`config.mk`:
```
export PLATFORM = sky130hd
export DESIGN_NAME = scl_link
export DESIGN_NICKNAME = d
export VERILOG_FILES = /design/src/hdl/scl_pkg.sv /design/src/hdl/scl_link.sv
export VERILOG_INCLUDE_DIRS = /design/src /design/src/hdl
export SDC_FILE = /design/constraint.sdc
export NUM_CORES = 1
export LEC_CHECK = 0
export ABC_AREA = 1
export BUFFER_PORTS_ARGS = -buffer_cell sky130_fd_sc_hd__buf_2
export CAP_MARGIN = 5
export CORE_UTILIZATION = 45
export CTS_BUF_LIST = sky130_fd_sc_hd__clkbuf_8 sky130_fd_sc_hd__clkbuf_16
export DETAILED_ROUTE_END_ITERATION = 12
export PLACE_DENSITY = 0.61
export SLEW_MARGIN = 5
export SYNTH_ARGS = -nofsm -noshare
export SYNTH_HDL_FRONTEND = slang
export SYNTH_SLANG_ARGS = --single-unit
```
`constraint.sdc`:
```
create_clock -name clk -period 3.85 [get_ports clk]
set_input_delay 0.77 -clock clk [delete_from_list [all_inputs] [get_ports clk]]
set_output_delay 0.77 -clock clk [all_outputs]
set_load 0.03 [all_outputs]
```
`src/hdl/scl_regs.svh`:
```
// Constants of the serial command link
// Contract
// Four bit rates 9600/19200/38400/115200, reset selects 9600; here reset does not touch the rate, which always follows baud_sel.
// Frame is start, eight data, no parity, one stop: ten bit periods.
// Characters on the link are ASCII codes.
// Commands accepted only from the interface selected in settings.
// Every transmitted measured value is exactly eleven characters; the code counts them but neither pads nor cuts.
// USB keyboard mode only outputs data, never accepts commands.
// Receive ends on CR or CR LF; transmit always ends CR LF.
// Controller uses 8N1, no flow control, at the selected rate.
// Output queue overflow flags query error and clears the queue.
`ifndef SCL_REGS_SVH
`define SCL_REGS_SVH
`define SCL_CLK_HZ 25000000
`define SCL_BAUD_9600 9600
`define SCL_BAUD_19200 19200
`define SCL_BAUD_38400 38400
`define SCL_BAUD_115200 115200
`define SCL_OVS 16
`define SCL_DATA_BITS 4'h8
`define SCL_OVS_MID 4'h7
`define SCL_OVS_LAST 4'hf
`define SCL_CHR_CR 8'h0d
`define SCL_CHR_LF 8'h0a
`define SCL_CHR_MAX 8'h7f
`define SCL_VALUE_LEN 4'hb
`define SCL_SEL_RS232 2'h0
`define SCL_SEL_USB 2'h1
`define SCL_RATE_19200 2'h1
`define SCL_RATE_38400 2'h2
`define SCL_RATE_115200 2'h3
`define SCL_CHR_SUBST 8'h3f
`endif

```
`src/hdl/scl_pkg.sv`:
```
// Types of the serial command link
`default_nettype none
package scl_pkg;
  typedef enum logic [1:0] {SCL_R_IDLE, SCL_R_START, SCL_R_DATA, SCL_R_STOP} scl_rx_type;
  typedef enum logic [1:0] {SCL_T_IDLE, SCL_T_START, SCL_T_DATA, SCL_T_STOP} scl_tx_type;
  typedef enum logic [1:0] {SCL_S_MSG, SCL_S_CR, SCL_S_LF, SCL_S_VAL} scl_src_type;
endpackage
`default_nettype wire

```
`src/hdl/scl_link.sv`:
```
// Serial command link: line framing, command receive and response queue
`timescale 1ns/1ps
`include "scl_regs.svh"
`default_nettype none
module scl_link #(
  parameter int QDEPTH = 64,
  parameter int QAW = 6
) (
  // Clock and reset
  input wire logic clk,
  input wire logic rst_n,
  // Settings
  input wire logic [1:0] baud_sel,
  input wire logic [1:0] if_sel,
  input wire logic usb_keyboard,
  // Serial line
  input wire logic rxd,
  output logic txd,
  // Received command characters
  output logic [7:0] cmd_data,
  output logic cmd_valid,
  output logic cmd_end,
  // Response characters, queued; message end adds CR LF
  input wire logic [7:0] rsp_data,
  input wire logic rsp_valid,
  input wire logic rsp_last,
  input wire logic rsp_value,
  // Status
  output logic query_error
);
  localparam logic [11:0] DIV0 = 12'(`SCL_CLK_HZ / (`SCL_BAUD_9600 * `SCL_OVS) - 1);
  localparam logic [11:0] DIV1 = 12'(`SCL_CLK_HZ / (`SCL_BAUD_19200 * `SCL_OVS) - 1);
  localparam logic [11:0] DIV2 = 12'(`SCL_CLK_HZ / (`SCL_BAUD_38400 * `SCL_OVS) - 1);
  localparam logic [11:0] DIV3 = 12'(`SCL_CLK_HZ / (`SCL_BAUD_115200 * `SCL_OVS) - 1);

  // Oversample tick; rate from settings, select code 0 gives 9600
  logic [11:0] div_cnt, next_div_cnt, div_top;
  logic tick, next_tick;
  always_comb begin
    case (baud_sel)
      `SCL_RATE_19200: div_top = DIV1;
      `SCL_RATE_38400: div_top = DIV2;
      `SCL_RATE_115200: div_top = DIV3;
      default: div_top = DIV0;
    endcase
    next_tick = 1'b0;
    next_div_cnt = div_cnt - 12'h001;
    if (div_cnt == 12'h000) begin
      next_div_cnt = div_top;
      next_tick = 1'b1;
    end
  end
  always_ff @(posedge clk or negedge rst_n) begin
    if (!rst_n) begin
      div_cnt <= 12'h000;
      tick <= 1'b0;
    end else begin
      div_cnt <= next_div_cnt;
      tick <= next_tick;
    end
  end

  // Receiver: commands only when RS-232 selected, never from USB
  logic cmd_ok;
  assign cmd_ok = (if_sel == `SCL_SEL_RS232);
  scl_pkg::scl_rx_type rst_q, next_rst_q;
  logic [3:0] r_ovs, next_r_ovs, r_bit, next_r_bit;
  logic [7:0] r_sh, next_r_sh, next_cmd_data;
  logic next_cmd_valid, next_cmd_end, r_cr, next_r_cr;
  always_comb begin
    next_rst_q = rst_q;
    next_r_ovs = r_ovs;
    next_r_bit = r_bit;
    next_r_sh = r_sh;
    next_r_cr = r_cr;
    next_cmd_data = cmd_data;
    next_cmd_valid = 1'b0;
    next_cmd_end = 1'b0;
    if (tick) begin
      next_r_ovs = r_ovs + 4'h1;
      case (rst_q)
        scl_pkg::SCL_R_IDLE: begin
          next_r_ovs = 4'h0;
          if (!rxd) next_rst_q = scl_pkg::SCL_R_START;
        end
        scl_pkg::SCL_R_START: begin
          if (r_ovs == `SCL_OVS_MID) begin
            next_r_ovs = 4'h0;
            next_r_bit = 4'h0;
            next_rst_q = rxd ? scl_pkg::SCL_R_IDLE : scl_pkg::SCL_R_DATA;
          end
        end
        scl_pkg::SCL_R_DATA: begin
          if (r_ovs == `SCL_OVS_LAST) begin
            next_r_sh = {rxd, r_sh[7:1]};
            next_r_bit = r_bit + 4'h1;
            if (r_bit == `SCL_DATA_BITS - 4'h1) next_rst_q = scl_pkg::SCL_R_STOP;
          end
        end
        scl_pkg::SCL_R_STOP: begin
          if (r_ovs == `SCL_OVS_LAST) begin
            next_rst_q = scl_pkg::SCL_R_IDLE;
            // Bad stop bit or non-ASCII byte is dropped as line noise
            if (rxd && cmd_ok && r_sh <= `SCL_CHR_MAX) begin
              if (r_sh == `SCL_CHR_CR) begin
                next_cmd_end = 1'b1;
                next_r_cr = 1'b1;
              end else if (r_sh == `SCL_CHR_LF && r_cr) begin
                next_r_cr = 1'b0;
              end else begin
                next_r_cr = 1'b0;
                next_cmd_data = r_sh;
                next_cmd_valid = 1'b1;
              end
            end
          end
        end
        default: next_rst_q = scl_pkg::SCL_R_IDLE;
      endcase
    end
  end
  always_ff @(posedge clk or negedge rst_n) begin
    if (!rst_n) begin
      rst_q <= scl_pkg::SCL_R_IDLE;
      r_ovs <= 4'h0;
      r_bit <= 4'h0;
      r_sh <= 8'h00;
      r_cr <= 1'b0;
      cmd_data <= 8'h00;
      cmd_valid <= 1'b0;
      cmd_end <= 1'b0;
    end else begin
      rst_q <= next_rst_q;
      r_ovs <= next_r_ovs;
      r_bit <= next_r_bit;
      r_sh <= next_r_sh;
      r_cr <= next_r_cr;
      cmd_data <= next_cmd_data;
      cmd_valid <= next_cmd_valid;
      cmd_end <= next_cmd_end;
    end
  end

  // Output queue: one entry per character, bit 8 marks message end
  logic [8:0] q_mem [QDEPTH];
  logic [QAW:0] q_wr, next_q_wr, q_rd, next_q_rd;
  logic next_query_error, q_pop, q_full, q_empty;
  logic [3:0] v_cnt, next_v_cnt;
  logic [7:0] v_chr;
  logic v_end;
  assign q_full = (q_wr[QAW] != q_rd[QAW]) && (q_wr[QAW-1:0] == q_rd[QAW-1:0]);
  assign q_empty = (q_wr == q_rd);
  always_comb begin
    next_q_wr = q_wr;
    next_q_rd = q_rd;
    next_v_cnt = v_cnt;
    // Clear first, so a push into a full queue in the same cycle still flags
    next_query_error = cmd_end ? 1'b0 : query_error;
    v_chr = (rsp_data > `SCL_CHR_MAX) ? `SCL_CHR_SUBST : rsp_data;
    v_end = rsp_last;
    if (q_pop) next_q_rd = q_rd + 1'b1;
    if (rsp_valid) begin
      if (rsp_value) begin
        // Value fields are not padded or cut; an end mark counts only on the eleventh character
        next_v_cnt = v_cnt + 4'h1;
        v_end = 1'b0;
        if (v_cnt == `SCL_VALUE_LEN - 4'h1) begin
          next_v_cnt = 4'h0;
          v_end = rsp_last;
        end
      end
      if (q_full) begin
        // Overflow loses the whole queue; a character popped in this cycle is still sent
        next_query_error = 1'b1;
        next_q_rd = q_wr;
        next_v_cnt = 4'h0;
      end else begin
        next_q_wr = q_wr + 1'b1;
      end
    end
  end
  always_ff @(posedge clk) begin
    if (rsp_valid && !q_full) q_mem[q_wr[QAW-1:0]] <= {v_end, v_chr};
  end
  always_ff @(posedge clk or negedge rst_n) begin
    if (!rst_n) begin
      q_wr <= '0;
      q_rd <= '0;
      v_cnt <= 4'h0;
      query_error <= 1'b0;
    end else begin
      q_wr <= next_q_wr;
      q_rd <= next_q_rd;
      v_cnt <= next_v_cnt;
      query_error <= next_query_error;
    end
  end

  // Transmitter: after a character marked as end, CR and LF follow
  scl_pkg::scl_tx_type tst, next_tst;
  scl_pkg::scl_src_type src, next_src;
  logic [3:0] t_ovs, next_t_ovs, t_bit, next_t_bit;
  logic [7:0] t_sh, next_t_sh;
  logic next_txd;
  always_comb begin
    next_tst = tst;
    next_src = src;
    next_t_ovs = t_ovs;
    next_t_bit = t_bit;
    next_t_sh = t_sh;
    next_txd = txd;
    q_pop = 1'b0;
    case (tst)
      scl_pkg::SCL_T_IDLE: begin
        next_txd = 1'b1;
        if (src == scl_pkg::SCL_S_CR) begin
          next_t_sh = `SCL_CHR_CR;
          next_src = scl_pkg::SCL_S_LF;
          next_tst = scl_pkg::SCL_T_START;
        end else if (src == scl_pkg::SCL_S_LF) begin
          next_t_sh = `SCL_CHR_LF;
          next_src = scl_pkg::SCL_S_MSG;
          next_tst = scl_pkg::SCL_T_START;
        end else if (!q_empty) begin
          q_pop = 1'b1;
          next_t_sh = q_mem[q_rd[QAW-1:0]][7:0];
          next_src = q_mem[q_rd[QAW-1:0]][8] ? scl_pkg::SCL_S_CR : scl_pkg::SCL_S_MSG;
          next_tst = scl_pkg::SCL_T_START;
        end
        next_t_ovs = 4'h0;
      end
      scl_pkg::SCL_T_START: begin
        if (tick) begin
          next_txd = 1'b0;
          next_t_ovs = t_ovs + 4'h1;
          if (t_ovs == `SCL_OVS_LAST) begin
            next_tst = scl_pkg::SCL_T_DATA;
            next_t_bit = 4'h0;
            next_txd = t_sh[0];
          end
        end
      end
      scl_pkg::SCL_T_DATA: begin
        if (tick) begin
          next_t_ovs = t_ovs + 4'h1;
          if (t_ovs == `SCL_OVS_LAST) begin
            next_t_sh = {1'b1, t_sh[7:1]};
            next_t_bit = t_bit + 4'h1;
            next_txd = t_sh[1];
            if (t_bit == `SCL_DATA_BITS - 4'h1) begin
              next_tst = scl_pkg::SCL_T_STOP;
              next_txd = 1'b1;
            end
          end
        end
      end
      scl_pkg::SCL_T_STOP: begin
        if (tick) begin
          next_t_ovs = t_ovs + 4'h1;
          if (t_ovs == `SCL_OVS_LAST) next_tst = scl_pkg::SCL_T_IDLE;
        end
      end
      default: next_tst = scl_pkg::SCL_T_IDLE;
    endcase
  end
  always_ff @(posedge clk or negedge rst_n) begin
    if (!rst_n) begin
      tst <= scl_pkg::SCL_T_IDLE;
      src <= scl_pkg::SCL_S_MSG;
      t_ovs <= 4'h0;
      t_bit <= 4'h0;
      t_sh <= 8'h00;
      txd <= 1'b1;
    end else begin
      tst <= next_tst;
      src <= next_src;
      t_ovs <= next_t_ovs;
      t_bit <= next_t_bit;
      t_sh <= next_t_sh;
      txd <= next_txd;
    end
  end
endmodule
`default_nettype wire

```
==> summary.md <==
| Metric | Value |
|---|---|
| Post-Route WL | 68060 µm |
| Fin. max-slew vios | 0 |
| Synth top area share | 62.58% |
| Max cap viols | 0 |
| Critical Setup Path Class | reg2reg |
| Hold Buf Count CTS | 0 |
| CORE AREA | 60470 µm² |
| Hold Fails Final Rpt | 0 |
| Setup ws final | 572.8 ps |
| Routed wl met3 | 4577 µm |
| Post-route insts no fill | 3443 |
| Iteration-0 DRC Markers | 1631 |
| Vias in the first global route | 18210 |
| Layout cell share with drive strength beyond 1 | 8.568% |
| Clock Tree Root | clkbuf_16 |
| Max_slew headroom | 25.22% |
| Final Util | 51.67% |
| Unrepaired setup endpoints after global routing | false |
| Placed Area | 29010 µm² |
| Clk sinks | 658 |
| Total Nets Final | 2641 |
| Cells after DPL | 3316 |
| Area contributors post-synth | edfxtp_1 (63%), dfrtp_1 (7.3%), nor2_1 (6.6%) |
| Total negative slack | 0 ps |
| Routed length per instance | 19.77 µm |
| # resized after CTS | 0 |
| Die Wd | 249.8 µm |
| Die ar. | 62420 µm² |
| M1 WL | 29670 µm |
| Syn_area_per_cell | 11.02 µm² |
| Top cells by count, synth | edfxtp_1 (576), nor2_1 (487), nand2_1 (432) |
| Worst setup EP type | register |
| Largest net degree at the start of global routing | 166 |
| HPWL after detailed placement | 39370 µm |
| Longest Clk Path Bufs | 3 |
| Mapped Area | 27640 µm² |
| GRT Util Overall | 21.97% |
| Fin crit period | 3277 ps |
| DR top layer | met4 |
| Post-synth EDFFs | 576 |
| Starting Density | 45.71% |
| Site Rows | 90 |
| Area grow syn2layout | 13.04% |
| Worst path arrival time | 3490 ps |
| Drt first pass iters | 5 |
| Top FF cell, synth | edfxtp_1 |
| Most frequent cell after synthesis | edfxtp_1 |
| DR DRC count | 0 |
| P_leak | 11.56 nW |
| Design area | 31240 µm² |
| CP Launch Type | register |
| TritonCTS clock tree | done |
| Maximum clock rate | 305.1 MHz |
| Area leader, netlist | edfxtp_1 |
| Register bit total from synthesis | 658 |
| Clk pin slew, worst setup/hold paths | 60 ps |
| Sequential share of the synthesized area | 70.01% |
| Total grt overflow | 0 |
| Insertion delay to the later sink of the worst-skew pair | 610 ps |
| HP Class | in2async |
| Distinct cells, synth | 38 |
| Vias per cell | 5.401 |
| Port buffer count | 29 |
| Worst Hold Slack | 366.3 ps |
| VDD IR max | 0.0006314 V |
| Largest fanout on the critical path | 14 |
| Vias | 18600 |
| Crit share post-route | 85.12% |
| Synth Warn # | 0 |
| Dpl ws | 638.0 ps |
| DRT antenna net count | 0 |
| Number of diodes | 0 |
| CTS buffer count | 71 |
| Overall power | 22.04 mW |
| Mapped Cells | 2508 |
| Setup violations, final | 0 |
| Fraction of registers with async set/reset | 12.46% |
| DIE HEIGHT | 249.8 µm |
| Pwr/cell area | 705.3 nW/µm² |
| First-pass GRT wire length | 105200 µm |
| Depth of the CTS H-tree | 3 |
| Clk_skew | 23.66 ps |
| Met2 wire length | 31700 µm |
| Worst-margin pin slew | 1122 ps |
| Routability cong. | 0.9232 |
| I/O pins | 31 |
| Initial antenna violation count | 0 |
| Req. time, crit path | 4070 ps |
| Status | completed |
| # Post-CTS Setup Buffers | 0 |
cell usage in the layout (no fill, tap or decap), types with 3 or more instances in the layout:
master and count:
clkinv_1 12, inv_6 3, a31oi_1 4, nand2_1 432
edfxtp_1 576, conb_1 64, bufinv_16 4, xnor2_1 7
nand4_2 5, clkbuf_8 3, dfrtp_1 79, buf_2 28
nor2_1 484, ha_1 15, o221ai_1 3, or2_2 9
clkinv_2 17, clkbuf_16 74, buf_12 6, a21oi_1 74
o21ai_1 3, buf_4 59, nor3_1 21, nand4_1 10
xor2_1 11, nor4_1 5, o211ai_1 40, o21ai_0 258
inv_2 6, inv_1 131, nand3_1 187, o22ai_1 8
flip-flops by register name, summed over array words and instances, names as in the netlist, 2 cells and up, named ones only:
register	flops
q_rd	7
r_ovs	4
r_bit	4
src	2
t_bit	4
t_ovs	4
div_cnt	12
cmd_data	8
tst	2
r_sh	8
q_mem	576
v_cnt	4
t_sh	8
q_wr	7
report_power, final:
group / switching, mW / internal, mW
combinational: 5.14 / 1.90
clock: 2.76 / 3.80
sequential: 0.269 / 8.16
final cells by class:
type	instances	area, µm²
clock buffers	77	1893
clock inverters	50	345.3
fillers	5196	29230
inverters	127	484.2
multi-input cells	1656	7482
flip-flops and latches	658	19360
well taps	782	978.4
repair buffers	93	703.2
cells by family (layout without fill, tap and decap cells):
logic type / count (synthesis) / after routing / share of synthesized area, %
and+or+nand+nor: 1163 / 1163 / 17.18
DFF: 658 / 658 / 70.01
AOI/OAI and AO/OA: 394 / 394 / 7.628
buffers and inverters: 257 / 347 / 3.843
xor gates and xnor gates: 18 / 18 / 0.5704
adders and majority gates: 15 / 15 / 0.6790
muxes: 2 / 2 / 0.08148
other: 1 / 64 / 0.01357
path summary, 6_finish.rpt:
check	end	slack, ps	cells past startpoint	start
worst max-delay path	q_mem[50][0]$_DFFE_PP_	570	10	q_rd[5]$_DFF_PN0_
worst min-delay path	query_error$_DFF_PN0_	370	1	rst_n
worst max register to register	q_mem[50][0]$_DFFE_PP_	570	10	q_rd[5]$_DFF_PN0_
worst min register to register	query_error$_DFF_PN0_	460	1	cmd_end$_DFF_PN0_
max in group asynchronous	q_rd[0]$_DFF_PN0_	2680	1	rst_n
min in group clk	register	420	2	rxd
critical path, stage by stage, from the launching register on:
cell	delay, ps
dfrtp_1	580
inv_2	280
nand2_1	80
nand4_1	160
nor3_1	80
nand2_1	210
nand2_2	150
inv_2	210
nand4_1	230
buf_4	250
nor2_1	650
routing by layer:
metal  vias up  global-route usage [%]
met5         -                       0
met4         0                   8.660
met3       120                   3.650
met2       649                   34.77
met1      9026                   30.29
li1       8800                       -
Power figures use the tool's default switching activity.
